==> config.mk <==
export PLATFORM = sky130hd
export DESIGN_NAME = vsp_host
export DESIGN_NICKNAME = d
export VERILOG_FILES = /design/src/verilog/vsp_pkg.sv /design/src/verilog/vsp_bus_cycle.sv /design/src/verilog/vsp_host.sv
export VERILOG_INCLUDE_DIRS = /design/src /design/src/verilog
export SDC_FILE = /design/constraint.sdc
export NUM_CORES = 1
export LEC_CHECK = 0
export ABC_CLOCK_PERIOD_IN_PS = 3890
export BUFFER_PORTS_ARGS = -buffer_cell sky130_fd_sc_hd__buf_2
export CAP_MARGIN = 20
export CORE_MARGIN = 2
export CORE_UTILIZATION = 35
export CTS_CLUSTER_DIAMETER = 100
export DETAILED_ROUTE_END_ITERATION = 8
export RECOVER_POWER = 25
export REMOVE_ABC_BUFFERS = 1
export SYNTH_ARGS = -nofsm -noshare
export SYNTH_HDL_FRONTEND = slang
export SYNTH_SLANG_ARGS = --single-unit
export TNS_END_PERCENT = 5
==> constraint.sdc <==
create_clock -name i_clk -period 3.89 [get_ports i_clk]
set_clock_uncertainty 0.2 [all_clocks]
set_input_delay 0.778 -clock i_clk [delete_from_list [all_inputs] [get_ports i_clk]]
set_output_delay 0.778 -clock i_clk [all_outputs]
set_load 0.02 [all_outputs]
==> src/verilog/vsp_defs.svh <==
// Constants for the volatile sector protection command host.
// Behaviour
// A read at any address in protection mode leaves the device there and returns protection info.
// Writing 70h at 555h enters status read; the next read returns status and goes back.
// Writing 71h at 555h clears the status register and the device stays in protection mode.
// Writing F0h at any address is a software reset back to normal array read.
// Writing 90h at any address enters the exit sub-state that waits for the confirm write.
// Writing A0h at any address enters the set/clear sub-state awaiting a sector write.
// In set/clear, 00h at a sector address sets that sector's volatile bit and returns.
// In set/clear, 01h at a sector address clears that sector's volatile bit and returns.
// In the exit sub-state, 00h at any address returns the device to normal array read.
// A command write not valid for the current sub-state is ignored by the device.
`ifndef VSP_DEFS_SVH
`define VSP_DEFS_SVH

// -----------------------------------------------------------------------------
// Bus widths.
// -----------------------------------------------------------------------------
`define VSP_ADDR_W 24
`define VSP_DATA_W 16

// -----------------------------------------------------------------------------
// Command addresses and data.
// -----------------------------------------------------------------------------
`define VSP_ADDR_CMD   24'h000555
`define VSP_ADDR_ANY   24'h000000
`define VSP_D_SR_READ  16'h0070
`define VSP_D_SR_CLEAR 16'h0071
`define VSP_D_RESET    16'h00f0
`define VSP_D_EXIT     16'h0090
`define VSP_D_SETCLR   16'h00a0
`define VSP_D_SET      16'h0000
`define VSP_D_CLEAR    16'h0001
`define VSP_D_EXIT_OK  16'h0000

// -----------------------------------------------------------------------------
// Timing.
// -----------------------------------------------------------------------------
`define VSP_CLK_NS     100
`define VSP_T_WP_NS    50
`define VSP_T_RD_NS    100
`define VSP_CYC_UP(t)  (((t) + `VSP_CLK_NS - 1) / `VSP_CLK_NS)
`define VSP_WP_CYC     `VSP_CYC_UP(`VSP_T_WP_NS)
`define VSP_RD_CYC     `VSP_CYC_UP(`VSP_T_RD_NS)
`define VSP_CNT_W      4

`endif

==> src/verilog/vsp_pkg.sv <==
// Types shared by the volatile sector protection command host.
`include "vsp_defs.svh"
package vsp_pkg;

  typedef enum logic [2:0] {
    VSP_CMD_READ_PROT = 3'h0,
    VSP_CMD_SR_READ   = 3'h1,
    VSP_CMD_SR_CLEAR  = 3'h2,
    VSP_CMD_RESET     = 3'h3,
    VSP_CMD_SET       = 3'h4,
    VSP_CMD_CLEAR     = 3'h5,
    VSP_CMD_EXIT      = 3'h6
  } vsp_cmd_t;

  typedef struct packed {
    logic                   write;
    logic [`VSP_ADDR_W-1:0] addr;
    logic [`VSP_DATA_W-1:0] data;
  } vsp_req_t;

  typedef struct packed {
    logic                   ce_n;
    logic                   we_n;
    logic                   oe_n;
    logic [`VSP_ADDR_W-1:0] addr;
    logic [`VSP_DATA_W-1:0] dq_o;
    logic                   dq_oe;
  } vsp_pins_t;

endpackage

==> src/verilog/vsp_bus_cycle.sv <==
// One asynchronous write or read cycle on the flash pins.
`timescale 1ns/1ps
`include "vsp_defs.svh"
module vsp_bus_cycle (
  // Clock and reset.
  input  wire logic                   i_clk,
  input  wire logic                   i_rst,
  // Request.
  input  wire logic                   i_start,
  input  wire vsp_pkg::vsp_req_t      i_req,
  output logic                        o_done,
  output logic [`VSP_DATA_W-1:0]      o_rdata,
  // Flash pins.
  input  wire logic [`VSP_DATA_W-1:0] i_dq,
  output vsp_pkg::vsp_pins_t          o_pins
);
  import vsp_pkg::*;

  typedef enum logic [3:0] {
    B_IDLE   = 4'b0001,
    B_SETUP  = 4'b0010,
    B_STROBE = 4'b0100,
    B_HOLD   = 4'b1000
  } vsp_bstate_t;

  vsp_bstate_t             state_reg, state_next;
  logic [`VSP_CNT_W-1:0]   cnt_reg, cnt_next;
  vsp_pins_t               pins_reg, pins_next;
  logic                    done_reg, done_next;
  logic [`VSP_DATA_W-1:0]  rdata_reg, rdata_next;

  localparam vsp_pins_t PINS_IDLE = '{ce_n: 1'b1, we_n: 1'b1, oe_n: 1'b1,
                                      addr: '0, dq_o: '0, dq_oe: 1'b0};

  always_comb begin
    state_next = state_reg;
    cnt_next   = cnt_reg;
    pins_next  = pins_reg;
    done_next  = 1'b0;
    rdata_next = rdata_reg;
    case (state_reg)
      B_IDLE: begin
        if (i_start) begin
          pins_next.ce_n  = 1'b0;
          pins_next.addr  = i_req.addr;
          pins_next.dq_o  = i_req.data;
          pins_next.dq_oe = i_req.write;
          state_next      = B_SETUP;
        end
      end
      B_SETUP: begin
        if (pins_reg.dq_oe) begin
          pins_next.we_n = 1'b0;
          cnt_next       = `VSP_CNT_W'(`VSP_WP_CYC - 1);
        end else begin
          pins_next.oe_n = 1'b0;
          cnt_next       = `VSP_CNT_W'(`VSP_RD_CYC - 1);
        end
        state_next = B_STROBE;
      end
      B_STROBE: begin
        if (cnt_reg == '0) begin
          pins_next.we_n = 1'b1;
          pins_next.oe_n = 1'b1;
          if (!pins_reg.dq_oe) begin
            rdata_next = i_dq;
          end
          state_next = B_HOLD;
        end else begin
          cnt_next = cnt_reg - `VSP_CNT_W'(1);
        end
      end
      B_HOLD: begin
        pins_next  = PINS_IDLE;
        done_next  = 1'b1;
        state_next = B_IDLE;
      end
      default: begin
        pins_next  = PINS_IDLE;
        state_next = B_IDLE;
      end
    endcase
  end

  always_ff @(posedge i_clk) begin
    if (i_rst) begin
      state_reg <= B_IDLE;
      cnt_reg   <= '0;
      pins_reg  <= PINS_IDLE;
      done_reg  <= 1'b0;
      rdata_reg <= '0;
    end else begin
      state_reg <= state_next;
      cnt_reg   <= cnt_next;
      pins_reg  <= pins_next;
      done_reg  <= done_next;
      rdata_reg <= rdata_next;
    end
  end

  assign o_pins  = pins_reg;
  assign o_done  = done_reg;
  assign o_rdata = rdata_reg;

endmodule // vsp_bus_cycle

==> src/verilog/vsp_host.sv <==
// Host sequencer that issues volatile sector protection command cycles.
`timescale 1ns/1ps
`include "vsp_defs.svh"
module vsp_host (
  // Clock and reset.
  input  wire logic                   i_clk,
  input  wire logic                   i_rst,
  // User command port.
  input  wire logic                   i_cmd_valid,
  input  wire vsp_pkg::vsp_cmd_t      i_cmd,
  input  wire logic [`VSP_ADDR_W-1:0] i_addr,
  input  wire logic                   i_mode_entered,
  output logic                        o_ready,
  output logic                        o_done,
  output logic                        o_refused,
  output logic [`VSP_DATA_W-1:0]      o_rdata,
  output logic                        o_mode,
  // Flash pins.
  input  wire logic [`VSP_DATA_W-1:0] i_dq,
  output vsp_pkg::vsp_pins_t          o_pins
);
  import vsp_pkg::*;

  typedef enum logic [2:0] {
    M_IDLE   = 3'b001,
    M_FIRST  = 3'b010,
    M_SECOND = 3'b100
  } vsp_mstate_t;

  // ---------------------------------------------------------------------------
  // Command cycle tables.
  // ---------------------------------------------------------------------------
  function automatic logic two_cycle(input vsp_cmd_t c);
    two_cycle = (c == VSP_CMD_SR_READ) || (c == VSP_CMD_SET) ||
                (c == VSP_CMD_CLEAR) || (c == VSP_CMD_EXIT);
  endfunction

  function automatic vsp_req_t first_cycle(input vsp_cmd_t c,
                                           input logic [`VSP_ADDR_W-1:0] a);
    first_cycle = '{write: 1'b1, addr: `VSP_ADDR_ANY, data: `VSP_D_RESET};
    case (c)
      VSP_CMD_READ_PROT: first_cycle = '{write: 1'b0, addr: a, data: '0};
      VSP_CMD_SR_READ:   first_cycle.addr = `VSP_ADDR_CMD;
      VSP_CMD_SR_CLEAR:  first_cycle.addr = `VSP_ADDR_CMD;
      default:           first_cycle.addr = `VSP_ADDR_ANY;
    endcase
    case (c)
      VSP_CMD_SR_READ:  first_cycle.data = `VSP_D_SR_READ;
      VSP_CMD_SR_CLEAR: first_cycle.data = `VSP_D_SR_CLEAR;
      VSP_CMD_SET,
      VSP_CMD_CLEAR:    first_cycle.data = `VSP_D_SETCLR;
      VSP_CMD_EXIT:     first_cycle.data = `VSP_D_EXIT;
      VSP_CMD_RESET:    first_cycle.data = `VSP_D_RESET;
      default:          first_cycle.data = first_cycle.data;
    endcase
  endfunction

  function automatic vsp_req_t second_cycle(input vsp_cmd_t c,
                                            input logic [`VSP_ADDR_W-1:0] a);
    case (c)
      VSP_CMD_SR_READ: second_cycle = '{write: 1'b0, addr: a, data: '0};
      VSP_CMD_SET:     second_cycle = '{write: 1'b1, addr: a, data: `VSP_D_SET};
      VSP_CMD_CLEAR:   second_cycle = '{write: 1'b1, addr: a, data: `VSP_D_CLEAR};
      default:         second_cycle = '{write: 1'b1, addr: `VSP_ADDR_ANY,
                                        data: `VSP_D_EXIT_OK};
    endcase
  endfunction

  // ---------------------------------------------------------------------------
  // Sequencer.
  // ---------------------------------------------------------------------------
  vsp_mstate_t             state_reg, state_next;
  vsp_cmd_t                cmd_reg, cmd_next;
  logic [`VSP_ADDR_W-1:0]  addr_reg, addr_next;
  vsp_req_t                req_reg, req_next;
  logic                    start_reg, start_next;
  logic                    mode_reg, mode_next;
  logic                    ready_reg, ready_next;
  logic                    done_reg, done_next;
  logic                    refused_reg, refused_next;
  logic [`VSP_DATA_W-1:0]  rdata_reg, rdata_next;
  logic                    bus_done;
  logic [`VSP_DATA_W-1:0]  bus_rdata;
  logic                    allowed;
  logic                    accept;

  // Outside protection mode only the reset is safe to send.
  assign allowed = mode_reg || (i_cmd == VSP_CMD_RESET);
  assign accept  = (state_reg == M_IDLE) && i_cmd_valid && allowed;

  always_comb begin
    state_next   = state_reg;
    cmd_next     = cmd_reg;
    addr_next    = addr_reg;
    req_next     = req_reg;
    start_next   = 1'b0;
    mode_next    = mode_reg;
    done_next    = 1'b0;
    refused_next = 1'b0;
    rdata_next   = rdata_reg;
    case (state_reg)
      M_IDLE: begin
        if (i_mode_entered) begin
          mode_next = 1'b1;
        end
        if (accept) begin
          cmd_next   = i_cmd;
          addr_next  = i_addr;
          req_next   = first_cycle(i_cmd, i_addr);
          start_next = 1'b1;
          state_next = M_FIRST;
        end else if (i_cmd_valid) begin
          refused_next = 1'b1;
        end
      end
      M_FIRST: begin
        if (bus_done) begin
          rdata_next = bus_rdata;
          if (two_cycle(cmd_reg)) begin
            req_next   = second_cycle(cmd_reg, addr_reg);
            start_next = 1'b1;
            state_next = M_SECOND;
          end else begin
            done_next  = 1'b1;
            state_next = M_IDLE;
            if (cmd_reg == VSP_CMD_RESET) begin
              mode_next = 1'b0;
            end
          end
        end
      end
      M_SECOND: begin
        if (bus_done) begin
          rdata_next = bus_rdata;
          done_next  = 1'b1;
          state_next = M_IDLE;
          if (cmd_reg == VSP_CMD_EXIT) begin
            mode_next = 1'b0;
          end
        end
      end
      default: begin
        state_next = M_IDLE;
      end
    endcase
    ready_next = (state_next == M_IDLE);
  end

  always_ff @(posedge i_clk) begin
    if (i_rst) begin
      state_reg   <= M_IDLE;
      cmd_reg     <= VSP_CMD_READ_PROT;
      addr_reg    <= '0;
      req_reg     <= '0;
      start_reg   <= 1'b0;
      mode_reg    <= 1'b0;
      ready_reg   <= 1'b0;
      done_reg    <= 1'b0;
      refused_reg <= 1'b0;
      rdata_reg   <= '0;
    end else begin
      state_reg   <= state_next;
      cmd_reg     <= cmd_next;
      addr_reg    <= addr_next;
      req_reg     <= req_next;
      start_reg   <= start_next;
      mode_reg    <= mode_next;
      ready_reg   <= ready_next;
      done_reg    <= done_next;
      refused_reg <= refused_next;
      rdata_reg   <= rdata_next;
    end
  end

  vsp_bus_cycle u_bus (
    .i_clk   (i_clk),
    .i_rst   (i_rst),
    .i_start (start_reg),
    .i_req   (req_reg),
    .o_done  (bus_done),
    .o_rdata (bus_rdata),
    .i_dq    (i_dq),
    .o_pins  (o_pins)
  );

  assign o_ready   = ready_reg;
  assign o_done    = done_reg;
  assign o_refused = refused_reg;
  assign o_rdata   = rdata_reg;
  assign o_mode    = mode_reg;

  // ---------------------------------------------------------------------------
  // Assertions.
  // ---------------------------------------------------------------------------
  property p_read_prot;
    @(posedge i_clk) disable iff (i_rst)
    accept && (i_cmd == VSP_CMD_READ_PROT) |=> start_reg && !req_reg.write && mode_reg
      ##5 !start_reg && mode_reg;
  endproperty
  a_read_prot: assert property (p_read_prot) else $error("protection read misissued");

  property p_sr_read;
    @(posedge i_clk) disable iff (i_rst)
    start_reg && req_reg.write && (req_reg.data == `VSP_D_SR_READ) && (cmd_reg == VSP_CMD_SR_READ)
      |-> (req_reg.addr == `VSP_ADDR_CMD) ##5 (start_reg && !req_reg.write);
  endproperty
  a_sr_read: assert property (p_sr_read) else $error("status read not followed by read");

  property p_sr_clear;
    @(posedge i_clk) disable iff (i_rst)
    accept && (i_cmd == VSP_CMD_SR_CLEAR) |=> start_reg && req_reg.write &&
      (req_reg.addr == `VSP_ADDR_CMD) && (req_reg.data == `VSP_D_SR_CLEAR)
      ##5 done_reg && mode_reg;
  endproperty
  a_sr_clear: assert property (p_sr_clear) else $error("status clear misissued");

  property p_reset;
    @(posedge i_clk) disable iff (i_rst)
    accept && (i_cmd == VSP_CMD_RESET) |=> (start_reg && (req_reg.data == `VSP_D_RESET))
      ##5 (done_reg && !mode_reg);
  endproperty
  a_reset: assert property (p_reset) else $error("reset did not leave protection mode");

  property p_exit_entry;
    @(posedge i_clk) disable iff (i_rst)
    accept && (i_cmd == VSP_CMD_EXIT) |=> start_reg && req_reg.write &&
      (req_reg.data == `VSP_D_EXIT);
  endproperty
  a_exit_entry: assert property (p_exit_entry) else $error("exit entry misissued");

  property p_setclr_entry;
    @(posedge i_clk) disable iff (i_rst)
    accept && ((i_cmd == VSP_CMD_SET) || (i_cmd == VSP_CMD_CLEAR))
      |=> start_reg && req_reg.write && (req_reg.data == `VSP_D_SETCLR);
  endproperty
  a_setclr_entry: assert property (p_setclr_entry) else $error("set/clear entry misissued");

  property p_set_sector;
    @(posedge i_clk) disable iff (i_rst)
    start_reg && (state_reg == M_FIRST) && (cmd_reg == VSP_CMD_SET) |-> ##5
      (start_reg && (req_reg.addr == addr_reg) && (req_reg.data == `VSP_D_SET));
  endproperty
  a_set_sector: assert property (p_set_sector) else $error("sector set write wrong");

  property p_clear_sector;
    @(posedge i_clk) disable iff (i_rst)
    start_reg && (state_reg == M_FIRST) && (cmd_reg == VSP_CMD_CLEAR) |-> ##5
      (start_reg && (req_reg.addr == addr_reg) && (req_reg.data == `VSP_D_CLEAR));
  endproperty
  a_clear_sector: assert property (p_clear_sector) else $error("sector clear write wrong");

  property p_exit_confirm;
    @(posedge i_clk) disable iff (i_rst)
    start_reg && (req_reg.data == `VSP_D_EXIT) && (cmd_reg == VSP_CMD_EXIT) |-> ##5
      (start_reg && req_reg.write && (req_reg.data == `VSP_D_EXIT_OK)) ##5 !mode_reg;
  endproperty
  a_exit_confirm: assert property (p_exit_confirm) else $error("exit confirm missing");

  property p_refuse;
    @(posedge i_clk) disable iff (i_rst)
    (state_reg == M_IDLE) && i_cmd_valid && !mode_reg && (i_cmd != VSP_CMD_RESET)
      |=> refused_reg && !start_reg && (state_reg == M_IDLE);
  endproperty
  a_refuse: assert property (p_refuse) else $error("invalid command was issued");

endmodule // vsp_host

==> out/results.ini <==
[status]
outcome=finished, violations left
failing_checks=capacitance limit, slew limit

[yosys]
postSynth.asyncResetShare_pct=0
synth.yosys.warnings=0
synth.largest_area_cell=sky130_fd_sc_hd__dfxtp_1
netlist_area_um2=5710
netlist_instances=649
synth_top_cells_by_area=sky130_fd_sc_hd__dfxtp_1, sky130_fd_sc_hd__mux2i_1, sky130_fd_sc_hd__nand2_1, sky130_fd_sc_hd__nor2_1, sky130_fd_sc_hd__a21oi_1
seq_area_frac_synth_pct=48.7
synth.distinct_cells=56
synth.ff_latch_count=139
synthFlopType=sky130_fd_sc_hd__dfxtp_1
yosys.area.top_type_share_pct=48.7
synth_enable_flop_cells=0
avgSynthCellArea_um2=8.80

[worst_hold_path]
worstHoldPathType=reg2reg

[grt]
grt_pass1_vias=4364
grt_first_pass_wirelength_um=22100
pin_count_of_the_biggest_net_entering_global_routing=55
grt_overflow=0
overall_track_demand_over_capacity_in_global_routing_pct=15.7
number_of_antenna_violations_at_the_first_check_in_global_routing=0

[power]
power.net_switching_w=0.000831
power.switching_fraction_pct=23.6
pwr-share-seq_pct=42.8
totalPowerFinal_w=0.00353
cell_internal_pwr_w=0.00270
ir_drop_v=0.000310
power_frac_comb_pct=9.2
leakage_nw=2.80
clock_power_share_pct=48.0
power_density_nw_per_um2=506

[worst_setup_path]
worstPathMaxFanout=54
worst_setup_path_startpoint=i_rst
timing.critical_path.required_ps=3970
r2r_start=u_bus.state_reg[2]$_SDFFE_PP0P_
timing.critical_path.to=req_reg[18]$_SDFFE_PP0P_
cp.arrival_ps=3160
timing.critical_path.from_type=input pin
register_to_register_path_setup_slack_ps=1160
worstRegToRegCells=5
worstSetupPathType=in2reg
r2r-end=u_bus.o_pins[29]$_SDFFE_PP0P_
setup.worst_path.end_class=flop

[die]
die_height_um=132
floorplan.initialDensity_pct=35.8
io_pins=111
fp.coreArea_um2=15900
die_w_um=132
core.rowCount=46
design.die.area_um2=17400

[timing]
maxSlewHeadroom_pct=-63.0
report.final.slew_viol_count=55
worstMarginPinSlew_ps=2440
final-hold-violation-count=0
maximum_operating_frequency_ghz=0.325
report.final.setup_viol=0
rsz0062_at_grt=no
setup_ws_ps=812
final_period_minus_worst_setup_slack_ps=3080
layout_worst_path_cycle_share_pct=79.1

[final_layout]
area_taken_by_multi_input_logic_gates_um2=2610
largest_register_ff_count=33
final.fill_count=1662
most-common-layout-cells=sky130_fd_sc_hd__dfxtp_1, sky130_fd_sc_hd__nand2_1, sky130_fd_sc_hd__nor2_1
nets=780
antenna-diode-count=0
seq_area_um2=2780
layout-area-overhead-vs-synth_pct=22.1
layout.cells.most_common=sky130_fd_sc_hd__dfxtp_1
final_layout_size_suffix_gt1_share_pct=16.5

[clocking]
cts_max_path_buffers=2
post_cts_resized=0
tritoncts.num_buffers=17
tritoncts_num_sinks=139
clock_h_tree_levels=4
clk_root_buffer_cell=sky130_fd_sc_hd__clkbuf_16
hold_buffers=0
cts_tree=done
postCtsSetupBuffers=0
clkTransAtPathRegs_ps=60
clk_latency_ps=420

[detailed_routing]
firstDrtPassIters=7
vias=4657
postRouteAntennaNets=0
drt-total-wl_um=13500
drc=0
dr.first_iter.drc_count=273
route.detailed.vias_per_inst=4.85
detail_route.wl_per_cell_um=14.0

[job]
maxCapViolations=1

[placement]
io_buf_count=99
dp_worst_setup_slack_ps=1060
finalWeightedCongestion=0.769
hpwlAfterDp_um=8820

==> cell type report <==
type                            count  area share (%)
Sequential cell                   139            39.9
Clock inverter                     11            2.42
Inverter                           23            1.24
Clock buffer                       21            6.46
Tap cell                          216            3.88
Timing Repair Buffer              114            8.60
Multi-Input combinational cell    436            37.5
==> cell families after synthesis <==
family | share of synthesized area (%)
flops | 48.7
simple gates | 19.5
xor+xnor | 0.460
other cells | 0.0657
buf+inv | 6.83
mux | 8.41
fa+ha+maj | 0.438
compound gates | 15.6
==> power groups by stage <==
stage	registers (W)	clock network, W	logic, W
after global placement	0.00154	0	0.000327
final	0.00151	0.00169	0.000326
after floorplan	0.00155	0	0.000188
after detailed placement	0.00154	0	0.000329
after CTS	0.00151	0.00173	0.000330
after global routing	0.00152	0.00180	0.000360
==> stage by stage <==
stage	instance area, um2	utilization (%)	std cells	hold WS [ps]	TNS, ps
6_report	6970	43.7	960	245	0
5_1_grt	6970	43.7	960	269	0
4_1_cts	7010	44.0	960	245	0
3_5_place_dp	6390	40.1	928	242	0
3_3_place_gp	6390	40.1	928	241	0
2_1_floorplan	5450	-	598	225	-1360
==> cells in the mapped netlist, types with 5 or more instances <==
library cell and number:
sky130_fd_sc_hd__nand2_1 96, sky130_fd_sc_hd__a221oi_1 6, sky130_fd_sc_hd__buf_4 11, sky130_fd_sc_hd__a21oi_1 53, sky130_fd_sc_hd__a22oi_1 6, sky130_fd_sc_hd__a211oi_1 20, sky130_fd_sc_hd__or3_1 10, sky130_fd_sc_hd__o21ai_0 7
sky130_fd_sc_hd__dfxtp_1 139, sky130_fd_sc_hd__mux2i_1 48, sky130_fd_sc_hd__buf_2 9, sky130_fd_sc_hd__nand3_1 5, sky130_fd_sc_hd__nor2_1 83, sky130_fd_sc_hd__and2_1 13, sky130_fd_sc_hd__a222oi_1 18, sky130_fd_sc_hd__inv_1 23
sky130_fd_sc_hd__clkbuf_1 37
==> critical path: stages <==
cell                       delay, ps
sky130_fd_sc_hd__clkbuf_1       1700
sky130_fd_sc_hd__buf_4           580
sky130_fd_sc_hd__a221oi_1         90
==> worst min path at each step <==
stage,startpoint,end,slack (ps),depth (start not counted)
after CTS,u_bus.o_rdata[0]$_SDFFE_PP0P_,o_rdata[0]$_SDFFE_PP0P_,240,2
after global placement,u_bus.o_rdata[15]$_SDFFE_PP0P_,o_rdata[15]$_SDFFE_PP0P_,240,2
final,u_bus.o_rdata[3]$_SDFFE_PP0P_,o_rdata[3]$_SDFFE_PP0P_,250,2
after floorplan,u_bus.o_rdata[0]$_SDFFE_PP0P_,o_rdata[0]$_SDFFE_PP0P_,230,2
after global routing,u_bus.o_rdata[6]$_SDFFE_PP0P_,o_rdata[6]$_SDFFE_PP0P_,270,2
after detailed placement,u_bus.o_rdata[0]$_SDFFE_PP0P_,o_rdata[0]$_SDFFE_PP0P_,240,2
==> per-layer routing <==
metal	share of wire [%]	wire length [um]	GRT usage (%)	vias to the layer above
met1	48	6400	20.7	2164
met2	47	6370	24.8	84
met3	3.3	450	3.69	18
li1	-	-	-	2391
met5	0	0	0	-
met4	1.8	244	6.52	0
No activity file was read; power rests on OpenSTA's default activity.
